### src/ucb_params.svh
// Summary of operation
// - serial link fixed at 8N1 framing
// - link starts at 9600 bit/s after reset
// - send 0x4F then 0x4B after reset
// - unknown command characters silently dropped
// - 655 ms byte gap flushes receiver
// - 0x53 starts bus transaction, 0x50 stops it
// - 0x52 register read, 0x57 register write
// - bus write: addr, count, data, stop
// - bus read fetches count bytes to host
// - register write takes index then data pairs
// - register read runs on index arrival, register write on data arrival
// - register read returns bytes in order
// - 0x4F drives byte onto output pins
// - 0x49 then stop returns pin levels
// - write then read uses repeated start
// - write then write uses repeated start
// - power-down only after 0x5A 0x5A 0xA5
// - asleep: oscillator halted, link ignored
// - entering sleep releases wake pin high
// - wake pin low resumes normal operation
// - rate 7.3728 MHz over 16+divider, high commits
`ifndef UCB_PARAMS_SVH
`define UCB_PARAMS_SVH
`define UCB_MCLK_HZ 100000000
`define UCB_OSC_HZ 7372800
`define UCB_OVS 16
`define UCB_DIV_OFS 16
`define UCB_ACC_W 34
`define UCB_INC (`UCB_OSC_HZ / 100)
`define UCB_LIM_UNIT (`UCB_MCLK_HZ / 100 / `UCB_OVS)
`define UCB_DIV_RST 16'h02f0
`define UCB_TIMEOUT_MS 655
`define UCB_TIMEOUT_CYC (`UCB_TIMEOUT_MS * (`UCB_MCLK_HZ / 1000))
`define UCB_TO_W 27
`define UCB_RX_MID 4'h7
`define UCB_TX_LAST 4'hf
`define UCB_TX_BITS 4'ha
`define UCB_CH_START 8'h53
`define UCB_CH_STOP 8'h50
`define UCB_CH_RDREG 8'h52
`define UCB_CH_WRREG 8'h57
`define UCB_CH_GPI 8'h49
`define UCB_CH_GPO 8'h4f
`define UCB_CH_PD 8'h5a
`define UCB_PD_KEY1 8'h5a
`define UCB_PD_KEY2 8'ha5
`define UCB_BOOT0 8'h4f
`define UCB_BOOT1 8'h4b
`define UCB_REG_DIV_LO 8'h00
`define UCB_REG_DIV_HI 8'h01
`define UCB_REG_PIN 8'h04
`define UCB_REG_RSVD 8'h05
`define UCB_REG_LAST_RW 8'h09
`define UCB_REG_STAT 8'h0a
`define UCB_STAT_FILL 4'hf
`define UCB_OP_START 3'h0
`define UCB_OP_RSTART 3'h1
`define UCB_OP_WRITE 3'h2
`define UCB_OP_READ 3'h3
`define UCB_OP_READ_LAST 3'h4
`define UCB_OP_STOP 3'h5
`define UCB_SYNC_RST 10'h200
`endif

### src/ucb_pkg.sv
`default_nettype none
package ucb_pkg;
  // command interpreter states
  typedef enum logic [4:0] {
    ST_BOOT0, ST_BOOT1, ST_IDLE, ST_ADDR, ST_ADR_WR, ST_CNT, ST_WDATA,
    ST_FRAME_END, ST_BUS, ST_SEND, ST_RD_NEXT, ST_REG_RIDX, ST_REG_WIDX,
    ST_REG_WDAT, ST_GPO, ST_GPO_P, ST_GPI_P, ST_Z1, ST_Z2, ST_SLEEP
  } ucb_state_t;
endpackage : ucb_pkg
`default_nettype wire

### src/ucb_uart_rx.sv
`include "ucb_params.svh"
`default_nettype none
module ucb_uart_rx
  import ucb_pkg::*;
(
  input wire logic mclk, // core clock
  input wire logic rst_b, // async reset, active low
  input wire logic ovs_tick, // 16x bit-rate strobe
  input wire logic rx_line, // filtered serial input
  input wire logic take, // consumer takes held byte
  input wire logic flush, // drop held byte
  output logic valid, // byte waiting
  output logic [7:0] data // held byte
);
  logic busy; // inside a frame
  logic [3:0] tick_cnt; // ticks within bit
  logic [3:0] bit_cnt; // 0 start, 1..8 data, 9 stop
  logic [7:0] shift; // lsb-first assembly
  logic done; // good stop bit seen

  // frame capture, sampled mid-bit
  always_ff @(posedge mclk or negedge rst_b) begin
    if (!rst_b) begin
      busy <= 1'b0;
      tick_cnt <= 4'h0;
      bit_cnt <= 4'h0;
      shift <= 8'h00;
      done <= 1'b0;
    end else begin
      done <= 1'b0;
      if (!busy) begin
        if (!rx_line) begin // start edge
          busy <= 1'b1;
          tick_cnt <= 4'h0;
          bit_cnt <= 4'h0;
        end
      end else if (ovs_tick) begin
        tick_cnt <= tick_cnt + 4'h1;
        if (tick_cnt == `UCB_RX_MID) begin
          bit_cnt <= bit_cnt + 4'h1;
          if (bit_cnt == 4'h0) begin
            busy <= ~rx_line; // glitch, not a start bit
          end else if (bit_cnt == 4'h9) begin
            busy <= 1'b0;
            done <= rx_line; // framing error drops the byte
          end else begin
            shift <= {rx_line, shift[7:1]}; // eight data bits, no parity
          end
        end
      end
    end
  end

  // single holding byte; a new byte beats a same-cycle take
  always_ff @(posedge mclk or negedge rst_b) begin
    if (!rst_b) begin
      valid <= 1'b0;
      data <= 8'h00;
    end else if (done && !flush) begin
      valid <= 1'b1;
      data <= shift;
    end else if (take || flush) begin
      valid <= 1'b0;
    end
  end
endmodule : ucb_uart_rx
`default_nettype wire

### src/ucb_uart_tx.sv
`include "ucb_params.svh"
`default_nettype none
module ucb_uart_tx
  import ucb_pkg::*;
(
  input wire logic mclk, // core clock
  input wire logic rst_b, // async reset, active low
  input wire logic ovs_tick, // 16x bit-rate strobe
  input wire logic send, // load byte, one cycle
  input wire logic [7:0] byte_in, // byte to send
  output logic ready, // idle, may load
  output logic tx_line // serial output
);
  logic [8:0] frame; // data then stop bit
  logic [3:0] tick_cnt; // ticks within bit
  logic [3:0] bits_left; // bit periods remaining

  assign ready = (bits_left == 4'h0);

  // start, eight data lsb first, one stop
  always_ff @(posedge mclk or negedge rst_b) begin
    if (!rst_b) begin
      frame <= 9'h1ff;
      tick_cnt <= 4'h0;
      bits_left <= 4'h0;
      tx_line <= 1'b1;
    end else if (ready) begin
      if (send) begin
        frame <= {1'b1, byte_in};
        tick_cnt <= 4'h0;
        bits_left <= `UCB_TX_BITS;
        tx_line <= 1'b0;
      end
    end else if (ovs_tick) begin
      tick_cnt <= tick_cnt + 4'h1;
      if (tick_cnt == `UCB_TX_LAST) begin
        bits_left <= bits_left - 4'h1;
        if (bits_left != 4'h1) begin
          tx_line <= frame[0];
          frame <= {1'b1, frame[8:1]};
        end
      end
    end
  end
endmodule : ucb_uart_tx
`default_nettype wire

### src/ucb_bridge.sv
`include "ucb_params.svh"
`default_nettype none
module ucb_bridge
  import ucb_pkg::*;
#(
  parameter int unsigned TIMEOUT_CYC = `UCB_TIMEOUT_CYC // byte-gap limit in mclk cycles
) (
  input wire logic mclk, // core clock, 100 MHz
  input wire logic rst_b, // async reset, active low
  input wire logic uart_rx, // host serial in
  output logic uart_tx, // host serial out
  output logic bus_req, // bus engine request, held
  output logic [2:0] bus_op, // bus engine operation
  output logic [7:0] bus_wdata, // byte for start/write ops
  input wire logic bus_done, // engine finished, one cycle
  input wire logic [7:0] bus_rdata, // byte read by engine
  input wire logic [3:0] bus_status, // engine status code
  input wire logic [7:0] gpio_in, // pin levels
  output logic [7:0] gpio_out, // output pin latch
  input wire logic wake_pin_n_in, // wake pin level
  output logic wake_pin_n_out, // wake pin drive value
  output logic wake_pin_n_oe, // wake pin drive enable
  output logic osc_run // oscillator enable
);
  logic [9:0] s1, s2, s3, filt; // {rx, wake, gpio} synchroniser
  logic [`UCB_ACC_W-1:0] acc; // fractional rate accumulator
  logic [`UCB_ACC_W-1:0] lim; // accumulator wrap point
  logic ovs_tick; // 16x bit-rate strobe
  logic [15:0] active_div; // divider in use
  logic [7:0] regs [0:9]; // read/write register storage
  ucb_state_t state, bus_ret; // current and return state
  logic in_txn; // bus transaction open
  logic [7:0] addr; // target address byte
  logic [7:0] cnt; // bytes still to move
  logic [7:0] reg_widx; // register index being written
  logic [7:0] reg_q; // register read value
  logic tx_go, tx_rdy; // transmitter handshake
  logic [7:0] tx_byte; // byte for transmitter
  logic rx_valid, rx_take, rx_flush; // receiver handshake
  logic [7:0] rx_data; // received byte
  logic wait_st, got; // waiting for a byte, byte taken
  logic [`UCB_TO_W-1:0] idle_cnt; // cycles since last byte
  logic to_hit; // byte gap reached limit
  logic wake_prev; // filtered wake, delayed
  logic wake_fall; // host pulled wake low
  logic reg_we; // register write strobe
  logic cmd_ok; // character is a known command
  logic rx_f, wake_f; // filtered rx and wake
  logic [7:0] pins; // filtered pin levels

  // three-stage sync; a bit moves once stages two and three agree
  always_ff @(posedge mclk or negedge rst_b) begin
    if (!rst_b) begin
      s1 <= `UCB_SYNC_RST;
      s2 <= `UCB_SYNC_RST;
      s3 <= `UCB_SYNC_RST;
      filt <= `UCB_SYNC_RST;
    end else begin
      s1 <= {uart_rx, wake_pin_n_in, gpio_in};
      s2 <= s1;
      s3 <= s2;
      filt <= (s3 & ~(s2 ^ s3)) | (filt & (s2 ^ s3));
    end
  end
  assign rx_f = filt[9];
  assign wake_f = filt[8];
  assign pins = filt[7:0];

  // 16x tick = osc / (16 + div) * 16, done as a fractional accumulator
  assign lim = `UCB_ACC_W'(`UCB_LIM_UNIT) * (`UCB_ACC_W'(active_div) + `UCB_ACC_W'(`UCB_DIV_OFS));
  always_ff @(posedge mclk or negedge rst_b) begin
    if (!rst_b) begin
      acc <= '0;
      ovs_tick <= 1'b0;
    end else if (acc + `UCB_ACC_W'(`UCB_INC) >= lim) begin
      acc <= acc + `UCB_ACC_W'(`UCB_INC) - lim;
      ovs_tick <= 1'b1;
    end else begin
      acc <= acc + `UCB_ACC_W'(`UCB_INC);
      ovs_tick <= 1'b0;
    end
  end

  ucb_uart_rx u_rx (
    .mclk(mclk),
    .rst_b(rst_b),
    .ovs_tick(ovs_tick),
    .rx_line(rx_f),
    .take(rx_take),
    .flush(rx_flush),
    .valid(rx_valid),
    .data(rx_data)
  );

  ucb_uart_tx u_tx (
    .mclk(mclk),
    .rst_b(rst_b),
    .ovs_tick(ovs_tick),
    .send(tx_go),
    .byte_in(tx_byte),
    .ready(tx_rdy),
    .tx_line(uart_tx)
  );

  // states that sit waiting for a host byte
  always_comb begin
    wait_st = 1'b0;
    case (state)
      ST_ADDR, ST_CNT, ST_WDATA, ST_FRAME_END, ST_REG_RIDX, ST_REG_WIDX,
      ST_REG_WDAT, ST_GPO, ST_GPO_P, ST_GPI_P, ST_Z1, ST_Z2: wait_st = 1'b1;
      default: wait_st = 1'b0;
    endcase
  end
  // bytes wait in the receiver while an action runs
  assign got = rx_valid && (wait_st || state == ST_IDLE);
  assign rx_take = got;
  assign rx_flush = to_hit || state == ST_SLEEP; // asleep, host traffic dropped
  assign reg_we = got && state == ST_REG_WDAT;
  assign wake_fall = wake_prev && !wake_f;
  assign cmd_ok = rx_data == `UCB_CH_START || rx_data == `UCB_CH_STOP || rx_data == `UCB_CH_RDREG
    || rx_data == `UCB_CH_WRREG || rx_data == `UCB_CH_GPI || rx_data == `UCB_CH_GPO
    || rx_data == `UCB_CH_PD;

  // byte-gap watchdog, only mid-frame
  always_ff @(posedge mclk or negedge rst_b) begin
    if (!rst_b) begin
      idle_cnt <= '0;
    end else if (!wait_st || got || to_hit) begin
      idle_cnt <= '0;
    end else begin
      idle_cnt <= idle_cnt + `UCB_TO_W'(1);
    end
  end
  assign to_hit = wait_st && !got && idle_cnt == `UCB_TO_W'(TIMEOUT_CYC - 1);

  // register read mux; reserved and unmapped read zero
  always_comb begin
    reg_q = 8'h00;
    if (rx_data == `UCB_REG_PIN) begin
      reg_q = pins;
    end else if (rx_data == `UCB_REG_STAT) begin
      reg_q = {`UCB_STAT_FILL, bus_status};
    end else if (rx_data == `UCB_REG_RSVD) begin
      reg_q = 8'h00;
    end else if (rx_data <= `UCB_REG_LAST_RW) begin
      reg_q = regs[rx_data[3:0]];
    end
  end

  // register file, pin latch and divider commit
  always_ff @(posedge mclk or negedge rst_b) begin
    if (!rst_b) begin
      for (int i = 0; i < 10; i++) begin
        regs[i] <= 8'h00;
      end
      regs[0] <= 8'(`UCB_DIV_RST);
      regs[1] <= 8'(`UCB_DIV_RST >> 8);
      active_div <= `UCB_DIV_RST; // 9600 bit/s until reprogrammed
      gpio_out <= 8'h00;
    end else if (got && state == ST_GPO) begin
      gpio_out <= rx_data; // same effect as a pin register write
    end else if (reg_we) begin // written as the data arrives
      if (reg_widx == `UCB_REG_PIN) begin
        gpio_out <= rx_data;
      end else if (reg_widx <= `UCB_REG_LAST_RW && reg_widx != `UCB_REG_RSVD) begin
        regs[reg_widx[3:0]] <= rx_data;
      end
      if (reg_widx == `UCB_REG_DIV_HI) begin
        active_div <= {rx_data, regs[0]}; // high byte commits the new rate
      end
    end
  end

  // hand one operation to the bus engine and park until it is done
  task automatic issue(input logic [2:0] op, input logic [7:0] wd, input ucb_state_t ret);
    bus_req <= 1'b1;
    bus_op <= op;
    bus_wdata <= wd;
    bus_ret <= ret;
    state <= ST_BUS;
  endtask : issue

  // command interpreter
  always_ff @(posedge mclk or negedge rst_b) begin
    if (!rst_b) begin
      state <= ST_BOOT0;
      bus_ret <= ST_IDLE;
      bus_req <= 1'b0;
      bus_op <= `UCB_OP_STOP;
      bus_wdata <= 8'h00;
      in_txn <= 1'b0;
      addr <= 8'h00;
      cnt <= 8'h00;
      reg_widx <= 8'h00;
      tx_go <= 1'b0;
      tx_byte <= 8'h00;
    end else begin
      tx_go <= 1'b0;
      if (to_hit) begin // stale frame dropped; an open transaction is closed
        if (in_txn) begin
          in_txn <= 1'b0;
          issue(`UCB_OP_STOP, 8'h00, ST_IDLE);
        end else begin
          state <= ST_IDLE;
        end
      end else begin
        case (state)
          ST_BOOT0: begin
            tx_byte <= `UCB_BOOT0; // start-up greeting
            bus_ret <= ST_BOOT1;
            state <= ST_SEND;
          end
          ST_BOOT1: begin
            tx_byte <= `UCB_BOOT1;
            bus_ret <= ST_IDLE;
            state <= ST_SEND;
          end
          ST_IDLE: begin
            if (got) begin
              if (rx_data == `UCB_CH_START) begin
                state <= ST_ADDR;
              end else if (rx_data == `UCB_CH_RDREG) begin
                state <= ST_REG_RIDX;
              end else if (rx_data == `UCB_CH_WRREG) begin
                state <= ST_REG_WIDX;
              end else if (rx_data == `UCB_CH_GPO) begin
                state <= ST_GPO;
              end else if (rx_data == `UCB_CH_GPI) begin
                state <= ST_GPI_P;
              end else if (rx_data == `UCB_CH_PD) begin
                state <= ST_Z1;
              end else if (rx_data == `UCB_CH_STOP && in_txn) begin
                in_txn <= 1'b0;
                issue(`UCB_OP_STOP, 8'h00, ST_IDLE);
              end
              // anything else is dropped without reply
            end
          end
          ST_ADDR: begin
            if (got) begin // a still-open transaction chains by repeated start
              addr <= rx_data; // bit 0 gives direction, host's duty
              in_txn <= 1'b1;
              issue(in_txn ? `UCB_OP_RSTART : `UCB_OP_START, rx_data, ST_ADR_WR);
            end
          end
          ST_ADR_WR: issue(`UCB_OP_WRITE, addr, ST_CNT); // address the target
          ST_CNT: begin
            if (got) begin
              cnt <= rx_data;
              if (rx_data == 8'h00) begin
                state <= ST_FRAME_END;
              end else if (addr[0]) begin // read exactly count bytes
                issue(rx_data == 8'h01 ? `UCB_OP_READ_LAST : `UCB_OP_READ, 8'h00, ST_RD_NEXT);
              end else begin
                state <= ST_WDATA;
              end
            end
          end
          ST_WDATA: begin
            if (got) begin // each data byte forwarded in order
              cnt <= cnt - 8'h01;
              issue(`UCB_OP_WRITE, rx_data, cnt == 8'h01 ? ST_FRAME_END : ST_WDATA);
            end
          end
          ST_BUS: begin
            if (bus_req && bus_done) begin // engine done before the next byte is read
              bus_req <= 1'b0;
              if (bus_op == `UCB_OP_READ || bus_op == `UCB_OP_READ_LAST) begin
                tx_byte <= bus_rdata; // forward to host
                cnt <= cnt - 8'h01;
                state <= ST_SEND;
              end else begin
                state <= bus_ret;
              end
            end
          end
          ST_SEND: begin
            if (tx_rdy && !tx_go) begin
              tx_go <= 1'b1;
              state <= bus_ret;
            end
          end
          ST_RD_NEXT: begin
            if (cnt == 8'h00) begin
              state <= ST_FRAME_END;
            end else begin
              issue(cnt == 8'h01 ? `UCB_OP_READ_LAST : `UCB_OP_READ, 8'h00, ST_RD_NEXT);
            end
          end
          ST_FRAME_END: begin
            if (got && rx_data == `UCB_CH_STOP) begin
              in_txn <= 1'b0;
              issue(`UCB_OP_STOP, 8'h00, ST_IDLE);
            end else if (got && rx_data == `UCB_CH_START) begin
              state <= ST_ADDR; // no stop: next frame chains
            end
          end
          ST_REG_RIDX: begin
            if (got && rx_data == `UCB_CH_STOP) begin
              state <= ST_IDLE;
            end else if (got) begin
              tx_byte <= reg_q; // one byte per index, list order
              bus_ret <= ST_REG_RIDX;
              state <= ST_SEND;
            end
          end
          ST_REG_WIDX: begin
            if (got && rx_data == `UCB_CH_STOP) begin
              state <= ST_IDLE;
            end else if (got) begin
              reg_widx <= rx_data; // index, then its data byte
              state <= ST_REG_WDAT;
            end
          end
          ST_REG_WDAT: begin
            if (got) begin
              state <= ST_REG_WIDX;
            end
          end
          ST_GPO: begin
            if (got) begin
              state <= ST_GPO_P;
            end
          end
          ST_GPO_P: begin
            if (got) begin
              state <= ST_IDLE;
            end
          end
          ST_GPI_P: begin
            if (got && rx_data == `UCB_CH_STOP) begin
              tx_byte <= pins;
              bus_ret <= ST_IDLE;
              state <= ST_SEND;
            end else if (got) begin
              state <= ST_IDLE;
            end
          end
          ST_Z1: begin
            if (got) begin
              state <= (rx_data == `UCB_PD_KEY1) ? ST_Z2 : ST_IDLE;
            end
          end
          ST_Z2: begin
            if (got) begin
              state <= (rx_data == `UCB_PD_KEY2) ? ST_SLEEP : ST_IDLE;
            end
          end
          ST_SLEEP: begin
            if (wake_fall) begin
              state <= ST_IDLE; // host pulled wake low
            end
          end
          default: state <= ST_IDLE;
        endcase
      end
    end
  end

  // oscillator and wake pin; pin held low while running, released asleep
  always_ff @(posedge mclk or negedge rst_b) begin
    if (!rst_b) begin
      osc_run <= 1'b1;
      wake_pin_n_out <= 1'b0;
      wake_pin_n_oe <= 1'b1;
      wake_prev <= 1'b0; // pin sits low while running; a high reset would fake a fall
    end else begin
      osc_run <= (state != ST_SLEEP);
      wake_pin_n_out <= 1'b0;
      wake_pin_n_oe <= (state != ST_SLEEP); // pull-up takes it high
      wake_prev <= wake_f;
    end
  end
endmodule : ucb_bridge
`default_nettype wire

### config.mk
export PLATFORM = sky130hd
export DESIGN_NAME = ucb_bridge
export DESIGN_NICKNAME = d
export VERILOG_FILES = /design/src/ucb_pkg.sv /design/src/ucb_uart_rx.sv /design/src/ucb_uart_tx.sv /design/src/ucb_bridge.sv
export VERILOG_INCLUDE_DIRS = /design/src
export SDC_FILE = /design/constraint.sdc
export NUM_CORES = 1
export LEC_CHECK = 0
export ABC_AREA = 1
export BUFFER_PORTS_ARGS = -buffer_cell sky130_fd_sc_hd__buf_2
export CORE_UTILIZATION = 69
export CTS_CLUSTER_SIZE = 28
export DETAILED_ROUTE_END_ITERATION = 6
export PLACE_DENSITY_LB_ADDON = 0.12
export SYNTH_ARGS = -nofsm -noshare
export SYNTH_HDL_FRONTEND = slang
export SYNTH_SLANG_ARGS = --single-unit
### constraint.sdc
create_clock -name mclk -period 15.18 [get_ports mclk]
set_input_delay 0.759 -clock mclk [delete_from_list [all_inputs] [get_ports mclk]]
set_output_delay 0.759 -clock mclk [all_outputs]
set_load 0.02 [all_outputs]
==> results of run 1 <==
worst max path at each step:
stage                     depth (start not counted)  slack (ns)          start      end
after global routing                             40        5.89  active_div[4]  acc[20]
after global placement                           32        6.94  active_div[4]  acc[33]
after floorplan                                  41        8.24  active_div[4]  acc[14]
final                                            35        6.60  active_div[4]  acc[33]
after CTS                                        40        6.70  active_div[4]  acc[20]
after detailed placement                         40        6.73  active_div[4]  acc[20]
synthesized netlist by cell type (all sizes together) (2+ instances only):
cell       n
o21a       4
nand3    157
nand3b     6
o22a       4
a221oi     3
o211ai     4
buf       22
fa        52
nor2     292
a211oi     4
mux2       8
inv      362
o21ai    225
nand4     47
xor2      63
ha       152
o22ai     24
maj3      10
o21bai    14
nor4       9
dfstp     27
a21oi    107
or2        5
dfrtp    278
clkinv     5
a21boi     7
xnor2     30
nand2    718
nor3      42
a22oi     20
clkbuf    50
a31oi      4
a21o      10
o2111ai    2
registers in the layout (all words and copies together) (netlist names), 3 cells and up, named ones only:
name / count
reg_widx: 8
s3: 10
u_rx.bit_cnt: 4
u_rx.tick_cnt: 4
bus_ret: 4
acc: 32
u_rx.data: 8
cnt: 8
addr: 8
u_tx.frame: 8
tx_byte: 8
bus_wdata: 8
bus_op: 3
s2: 10
u_tx.tick_cnt: 4
u_rx.shift: 8
active_div: 16
u_tx.bits_left: 4
idle_cnt: 27
state: 5
gpio_out: 8
regs: 80
s1: 10
through the flow:
stage | hold WS (ns) | std cells | total power [mW]
after floorplan | 0.331 | 2776 | 1.34
after global placement | 0.332 | 3149 | 1.47
after detailed placement | 0.337 | 3149 | 1.50
after CTS | 0.202 | 3206 | 2.25
after global routing | 0.239 | 3206 | 2.38
final | 0.162 | 3206 | 2.26
worst max-delay path: cells and delay by family (launching register included):
family	cells	cell delay [ns]
fa+ha+maj	8	3.24
simple gates	17	2.51
flops	1	0.58
xor+xnor	2	1.02
compound gates	3	0.51
buf+inv	5	0.58
logic make-up after synthesis:
group                    after synthesis  share of synthesized area
AND/OR/NAND/NOR                     1279                      0.256
buffers and inverters                439                     0.0823
AO/OA/AOI/OAI                        437                      0.116
flip-flops                           305                      0.360
adder cells (fa/ha/maj)              214                      0.143
XOR/XNOR                              93                     0.0383
multiplexers                           8                    0.00423
other                                  1                   0.000176
metal layers:
metal / up-vias / track usage / routed length (um)
met1: 9054 / 0.547 / 25100
met4: 0 / 0.0858 / 1380
li1: 9043 / - / -
met2: 986 / 0.571 / 25300
met5: - / 0 / 0
met3: 117 / 0.0636 / 5720
power by group:
part / switching [mW] / total, mW / internal, mW
Combinational: 0.410 / 0.575 / 0.165
Clock: 0.329 / 0.754 / 0.425
Sequential: 0.0485 / 0.931 / 0.883
area by class of cell:
cell class | instances | share of cell area
inverter | 367 | 0.0609
sequential | 305 | 0.338
tap | 390 | 0.0215
timing repair buffer | 55 | 0.0134
clock inverter | 20 | 0.00766
clock buffer | 37 | 0.0365
multi-input combinational | 2032 | 0.522
==> metrics.md, run 1 <==
| Metric | Value |
|---|---|
| Register area share after synthesis | 0.360 |
| Leak pwr | 12.0 nW |
| Remaining antenna violation count | 0 |
| N_diodes | 0 |
| Post-synth top flop | dfrtp_1 |
| Row Count | 63 |
| Initial DRT Pass Iterations | 6 |
| Crit path DAT | 9.03 ns |
| Die H | 178 um |
| Top cells by area, synth | dfrtp_1 33%, nand2_1 12%, ha_1 8.9% |
| Clk pin slew, worst setup/hold paths | 0.07 ns |
| Mapped Area | 21300 sq um |
| DRT iter0 DRCs | 2421 |
| Total number of vias | 19200 |
| Multi-input gate area | 11900 sq um |
| Largest area contributor in the netlist | dfrtp_1 |
| WP data required | 15.63 ns |
| R2r setup slk | 6.60 ns |
| Post_cts resized | 0 |
| Worst-Margin Slew | 1.05 ns |
| Initial core utilization | 0.710 |
| Area Growth Syn to Fin | 6.73% |
| Slowest stage cell on the critical path | xor2_1 |
| Crit-path max cell delay | 0.75 ns |
| Post-Route WL | 57.4 mm |
| NumNets Final | 3021 |
| # clock sinks | 305 |
| DP Worst Slack | 6.73 ns |
| Dpl hpwl | 43.6 mm |
| Syn_nets | 3005 |
| Vias/cell | 5.99 |
| Worst Slack Setup Final | 6.60 ns |
| Reg-to-Reg Start | active_div[4] |
| EDFF count, synth | 0 |
| Highest Clock Rate | 0.117 GHz |
| Most used cell, CP | nand2_1 |
| FF+latch area | 7670 sq um |
| Core ar. | 30000 sq um |
| Yosys reg bits | 305 |
| H-tree depth | 1 |
| Unique masters post-synth | 62 |
| Mapped Cells | 2776 |
| DR WL/cell | 17.9 um |
| RSZ-0062 raised after global routing | false |
| Vias in the first global route | 18300 |
| Count of final setup violators | 0 |
| Tmin final | 8.58 ns |
| Reg2Reg Depth | 35 |
| Fin area | 22700 sq um |
| Most common cell after layout, fill and taps aside | nand2_1 |
| Clock Latency Late Sink | 0.57 ns |
| Gr usage total | 0.371 |
| Max-slew violations | 0 |
| Hold buffers post-CTS | 0 |
| Largest net degree at the start of global routing | 90 |
| Async set-reset flop share out of synthesis | 1.00 |
| Total CTS buffers | 31 |
| Antenna violations before repair | 0 |
| Fill cell count | 2224 |
| FF-to-FF End | acc[33] |
| Hold Path Class | input port to asynchronous set/reset pin |
| Setup TNS | 0 ns |
| Syn Area/Cell | 7.67 sq um |
| Worst vdd ir | 0.119 mV |
| Final period util | 0.565 |
| Postcts setup bufs | 0 |
| Commonest cells after routing, fill and taps aside | 699 x nand2_1, 352 x inv_1, 278 x dfrtp_1, 277 x nor2_1, 154 x o21ai_0 |
| Clk root buf | clkbuf_16 |
| IO Pins | 49 |
| Global route overflow | 0 |
| Pwr dens | 99.5 nW/um^2 |
| Synth top area share | 0.327 |
| Dpl cell area | 21700 sq um |
| Die area | 31500 sq um |
| Critical path class | register to register |
| Endpoints failing hold | 0 |
| CTS tree | built |
| Startpoint class of the critical path | register |
| Max Clock Skew | 0.0145 ns |
| Max_slew headroom | 0.300 |
| Clock Path Buffers | 3 |
| Placer Congestion | 1.02 |
| Fraction of layout cells with a size suffix above 1 | 0.0749 |
| Final Util | 0.758 |
| Status | finished clean |
| Number of port buffers | 47 |
| Die W | 178 um |
| DRC | 0 |
| Max-Cap Viols | 0 |
| Global-route wire length before repair | 92.5 mm |
| CP endpoint kind | register |
| Yosys Warn Count | 0 |
| Maximum fanout along the worst path | 33 |
Note: power is estimated with default switching activity, not from simulation.
==> inputs of run 2 (changes only) <==
--- a/config.mk
+++ b/config.mk
@@ -8,7 +8,7 @@
 export LEC_CHECK = 0
 export ABC_AREA = 1
 export BUFFER_PORTS_ARGS = -buffer_cell sky130_fd_sc_hd__buf_2
-export CORE_UTILIZATION = 69
+export CORE_UTILIZATION = 64
 export CTS_CLUSTER_SIZE = 28
 export DETAILED_ROUTE_END_ITERATION = 6
 export PLACE_DENSITY_LB_ADDON = 0.12
==> constraint.sdc (replaced) <==
create_clock -name mclk -period 8 [get_ports mclk]
set_input_delay 0.4 -clock mclk [delete_from_list [all_inputs] [get_ports mclk]]
set_output_delay 0.4 -clock mclk [all_outputs]
set_load 0.02 [all_outputs]
==> run 2 against run 1 <==
  * Wire length fell by 2.0%
  * Flip-flop and latch count did not move
  * Via count fell by 2.2%
  * Critical path type unchanged
==> metrics.md, run 2 (same netlist as run 1, synthesis figures left out) <==
| Metric | Value |
|---|---|
| Max-Cap Viols | 0 (unchanged) |
| Worst Slack Setup Final | 0.487 ns (-6.11 ns) |
| Critical path class | register to register |
| Placed instance count | 3204 (+1.7%) |
| Gr usage total | 0.335 (-0.0355) |
| Worst-Margin Slew | 1.06 ns (+0.0136 ns) |
| Startpoint class of the critical path | register |
| DRC | 0 (unchanged) |
| Vias in the first global route | 17800 (-2.7%) |
| Max Clock Skew | 0.0184 ns (+0.00383 ns) |
| Power Total | 4.46 mW (+97%) |
| Max_slew headroom | 0.293 (-0.00735) |
| Fill cell count | 2618 (+18%) |
| DRT iter0 DRCs | 1618 (-33%) |
| Max FFs per register | 80 (unchanged) |
| DP Worst Slack | 0.354 ns (-6.38 ns) |
| Crit path DAT | 7.92 ns (-1.11 ns) |
| Multi-input gate area | 11900 sq um (+0.37%) |
| Clk root buf | clkbuf_16 |
| Most used cell, CP | ha_1 |
| Delay-heaviest family, CP | adder cells |
| Dpl cell area | 21800 sq um (+0.40%) |
| Fin area | 23100 sq um (+1.8%) |
| Endpoints failing hold | 0 (unchanged) |
| Antenna violations before repair | 0 (unchanged) |
| # clock sinks | 305 (unchanged) |
| Tmin final | 7.51 ns (-1.07 ns) |
| Initial DRT Pass Iterations | 6 (unchanged) |
| Initial core utilization | 0.652 (-0.0580) |
| IO Pins | 49 (unchanged) |
| H-tree depth | 2 (+1) |
| Slowest stage cell on the critical path | dfstp_2 |
| Row Count | 66 (+4.8%) |
| Final Util | 0.709 (-0.0494) |
| Vias/cell | 5.73 (-4.4%) |
| Post-Route WL | 56.2 mm (-2.0%) |
| Global-route wire length before repair | 89.8 mm (-3.0%) |
| Die H | 184 um (+3.8%) |
| Leak pwr | 12.1 nW (+1.2%) |
| N_diodes | 0 (unchanged) |
| Clock Path Buffers | 3 (unchanged) |
| CTS tree | built |
| Worst vdd ir | 0.198 mV (+67%) |
| Setup TNS | 0 ns (unchanged) |
| Hold Path Class | input port to register |
| Crit path buf inv count | 6 (+1) |
| Total number of vias | 18800 (-2.2%) |
| Placer Congestion | 1.05 (+2.3%) |
| WP data required | 8.41 ns (-7.22 ns) |
| Reg-to-Reg Start | active_div[4] |
| DR WL/cell | 17.2 um (-4.1%) |
| Biggest regs | regs (80), acc (32), idle_cnt (27) |
| Worst hold slack | 0.245 ns (+0.0825 ns) |
| Highest Clock Rate | 0.133 GHz (+14%) |
| Status | finished clean |
| Number of port buffers | 47 (unchanged) |
| NumNets Final | 3038 (+0.56%) |
| Maximum fanout along the worst path | 6 (-82%) |
| Die W | 184 um (+3.8%) |
| CP endpoint kind | register |
| Crit path from | active_div[4] |
| Clk pin slew, worst setup/hold paths | 0.06 ns (about the same) |
| Clock Latency Late Sink | 0.52 ns (-0.05 ns) |
| FF+latch area | 7670 sq um (unchanged) |
| Global route overflow | 0 (unchanged) |
| Max-slew violations | 0 (unchanged) |
| Core ar. | 32600 sq um (+8.9%) |
| Die area | 34000 sq um (+7.7%) |
| Min-delay src | bus_rdata[7] |
| Commonest cells after routing, fill and taps aside | 698 x nand2_1, 352 x inv_1, 278 x dfrtp_1, 275 x nor2_1, 154 x o21ai_0 |
| Final period util | 0.939 (+0.374) |
| Pwr dens | 193 nW/um^2 (+94%) |
| Biggest register | regs |
| Total CTS buffers | 34 (+9.7%) |
| Most common cell after layout, fill and taps aside | nand2_1 |
| Crit-path max cell delay | 0.58 ns (-0.17 ns) |
| Fraction of layout cells with a size suffix above 1 | 0.0783 (+0.00338) |
| Count of final setup violators | 0 (unchanged) |
| Largest net degree at the start of global routing | 101 (+12%) |
| Area Growth Syn to Fin | 8.65% |
| Postcts setup bufs | 0 (unchanged) |
| Dpl hpwl | 43.1 mm (-1.1%) |
| Fin cells | 3277 (+2.2%) |
| Remaining antenna violation count | 0 (unchanged) |
[run 2: final cells by class]
class	count	share of cell area
inverter	367	0.0599
multi-input combinational	2032	0.515
tap	442	0.0239
timing repair buffer	69	0.0194
sequential	305	0.332
clock buffer	51	0.0449
clock inverter	11	0.00520
[run 2: metal layers]
layer	GRT usage	vias to the layer above	share of wire
met4	0.0887	0	0.023
met3	0.0644	97	0.088
li1	-	9043	-
met5	0	-	0
met1	0.498	8875	0.46
met2	0.499	755	0.43
[run 2: power breakdown]
part           switching, mW  total, mW  internal, mW
Combinational          0.771       1.09         0.317
Sequential            0.0905       1.77          1.67
Clock                  0.640       1.61         0.970
Total                   1.50       4.46          2.96
[run 2: repair_timing]
action | 4_1_cts | 5_1_grt
setup endpoints to repair | 0 | 33
hold buffers | 11 | 0
hold endpoints to repair | 99 | 0
resized for setup | 0 | 12
[run 2: path summary, 6_finish.rpt]
check	to	slack [ns]	cells after the start
min	tx_byte[7]	0.24	5
min reg2reg	s2[8]	0.35	0
max reg2reg	acc[33]	0.49	32
max	acc[33]	0.49	32
min in group asynchronous	acc[33]	0.48	2
max in group asynchronous	idle_cnt[5]	5.91	3
[run 2: worst min-delay path, cell delays in order]
cell     delay, ns
buf_2         0.08
nand2_1       0.05
nand3_1       0.09
nand2_1       0.05
nand2_1       0.05
==> inputs of run 3 (changes only) <==
--- a/config.mk
+++ b/config.mk
@@ -8,6 +8,7 @@
 export LEC_CHECK = 0
 export ABC_AREA = 1
 export BUFFER_PORTS_ARGS = -buffer_cell sky130_fd_sc_hd__buf_2
+export CORE_ASPECT_RATIO = 0.8
 export CORE_UTILIZATION = 64
 export CTS_CLUSTER_SIZE = 28
 export DETAILED_ROUTE_END_ITERATION = 6
==> run 3 against run 2 <==
  * The run now ends with design-rule violations left
  * Wire length increased by 3.8%
  * Worst hold slack got worse by 0.059 ns
  * Register-to-register slack got worse by 0.15 ns
  * Power shrank 3.0%
  * First-iteration DRC count increased by 25%
==> metrics.md, run 3 (same netlist as run 1, synthesis figures left out) <==
| Metric | Value |
|---|---|
| Status | finished, violations left |
| Failing checks | design-rule violations |
| Most used cell, CP | ha_1 |
| Placed instance count | 3194 (-0.31%) |
| Dpl cell area | 21800 sq um (about the same) |
| Multi-input gate area | 12000 sq um (+0.37%) |
| Total CTS buffers | 30 (-12%) |
| Biggest regs | regs (80), acc (32), idle_cnt (27) |
| Die W | 206 um (+12%) |
| Max_slew headroom | 0.327 (+0.0339) |
| Vias in the first global route | 17600 (-1.1%) |
| Crit-path max cell delay | 0.56 ns (-0.02 ns) |
| Highest Clock Rate | 0.131 GHz (-1.9%) |
| Initial DRT Pass Iterations | 7 (+1) |
| FF+latch area | 7670 sq um (unchanged) |
| Pwr dens | 188 nW/um^2 (-2.7%) |
| CP endpoint kind | register |
| Crit path DAT | 8.12 ns (+0.20 ns) |
| R2r setup slk | 0.34 ns (-0.15 ns) |
| Endpoints failing hold | 0 (unchanged) |
| DRC | 7 (+7) |
| Power Total | 4.33 mW (-3.0%) |
| Fill cell count | 2609 (-0.34%) |
| Final period util | 0.957 (+0.0182) |
| Fraction of layout cells with a size suffix above 1 | 0.0811 (+0.00276) |
| # clock sinks | 305 (unchanged) |
| Biggest register | regs |
| Most common cell after layout, fill and taps aside | nand2_1 |
| Initial core utilization | 0.652 (about the same) |
| Core ar. | 32600 sq um (about the same) |
| Commonest cells after routing, fill and taps aside | 697 x nand2_1, 352 x inv_1, 278 x dfrtp_1, 273 x nor2_1, 154 x o21ai_0 |
| Dpl hpwl | 44.8 mm (+4.0%) |
| H-tree depth | 1 (-1) |
| Clock Latency Late Sink | 0.58 ns (+0.06 ns) |
| Max-Cap Viols | 0 (unchanged) |
| Antenna violations before repair | 0 (unchanged) |
| Worst Slack Setup Final | 0.341 ns (-0.146 ns) |
| Gr usage total | 0.347 (+0.0118) |
| IO Pins | 49 (unchanged) |
| Remaining antenna violation count | 0 (unchanged) |
| Leak pwr | 12.1 nW (-0.25%) |
| Number of port buffers | 47 (unchanged) |
| Largest net degree at the start of global routing | 115 (+14%) |
| Clock Path Buffers | 3 (unchanged) |
| Max FFs per register | 80 (unchanged) |
| Row Count | 59 (-11%) |
| Worst hold slack | 0.186 ns (-0.0585 ns) |
| Worst hold path stage count | 5 (unchanged) |
| Critical path class | register to register |
| Reg2Reg Depth | 31 (-3.1%) |
| Global-route wire length before repair | 92.4 mm (+3.0%) |
| Fin cells | 3264 (-0.40%) |
| Fin area | 23100 sq um (-0.29%) |
| DR WL/cell | 17.9 um (+4.2%) |
| Vias/cell | 5.83 (+1.7%) |
| Total number of vias | 19000 (+1.3%) |
| Max Clock Skew | 0.0186 ns (+0.000206 ns) |
| N_diodes | 0 (unchanged) |
| DP Worst Slack | 0.123 ns (-0.232 ns) |
| Startpoint class of the critical path | register |
| Die H | 165 um (-10%) |
| Hold endpoint | tx_byte[7] |
| Reg-to-Reg Start | active_div[4] |
| DRT iter0 DRCs | 2030 (+25%) |
| Clk root buf | clkbuf_16 |
| Worst vdd ir | 0.197 mV (-0.30%) |
| Slowest stage cell on the critical path | dfstp_2 |
| Max-slew violations | 0 (unchanged) |
| Placer Congestion | 0.984 (-5.9%) |
| Die area | 34000 sq um (about the same) |
| Tmin final | 7.66 ns (+0.146 ns) |
| CTS tree | built |
| Maximum fanout along the worst path | 6 (unchanged) |
| Hold Path Class | input port to register |
| Min-delay src | bus_rdata[7] |
| Area Growth Syn to Fin | 8.33% |
| Post-Route WL | 58.4 mm (+3.8%) |
| Worst-Margin Slew | 1.01 ns (-0.0509 ns) |
| FF-to-FF End | acc[33] |
| NumNets Final | 3042 (+0.13%) |
| Clk pin slew, worst setup/hold paths | 0.06 ns (about the same) |
| Count of final setup violators | 0 (unchanged) |
| WP data required | 8.46 ns (+0.05 ns) |
| Global route overflow | 0 (unchanged) |
## run 3: changes by cell type in the layout (fill, tap and decap cells not counted), sizes merged
cell / before / now
clkbuf: 51 / 46
buf: 58 / 66
inv: 365 / 363
clkinv: 11 / 12
## run 3: metrics by stage
step                utilization  setup TNS [ns]
floorplan                     -               0
global placement          0.669               0
detailed placement        0.669               0
CTS                       0.703               0
global route              0.706           -4.27
finish                    0.706               0
## run 3: area by class of cell
cell class,count,area share
Multi-Input combinational cell,2032,0.519
Sequential cell,305,0.333
Inverter,367,0.0600
Clock buffer,46,0.0391
Tap cell,427,0.0232
Timing Repair Buffer,77,0.0218
Clock inverter,10,0.00483
## run 3: critical path: cells and delay by family, from the launching register on
family	cells	cell delay, ns
buf+inv	5	0.36
flops	1	0.56
xor+xnor	1	0.24
fa+ha+maj	9	3.52
compound gates	4	0.88
simple gates	12	1.98
## run 3: power breakdown
part	switching [mW]	internal (mW)	total, mW
sequential	0.0917	1.67	1.77
combinational	0.794	0.317	1.11
clock	0.610	0.841	1.45
## run 3: worst max-delay path by stage
stage                     slack (ns)     startpoint  cells after the start      end
final                           0.34  active_div[4]                     31  acc[33]
after global routing           -0.16  active_div[4]                     41   acc[7]
after CTS                       0.07  active_div[4]                     31  acc[33]
after detailed placement        0.12  active_div[4]                     31  acc[33]
after global placement          0.45  active_div[6]                     33  acc[33]
after floorplan                 1.06  active_div[4]                     41  acc[14]
## run 3: per-layer routing
layer,global-route usage,part of all wire
met4,0.0622,0.017
met3,0.0901,0.11
met5,0,0
met1,0.539,0.47
met2,0.486,0.40
## run 3: repair_timing
action	4_1_cts	5_1_grt
buffers inserted	0	3
hold buffers	11	0
gates resized for setup	0	19
endpoints found under the hold margin	112	0
endpoints found under the setup margin	0	33
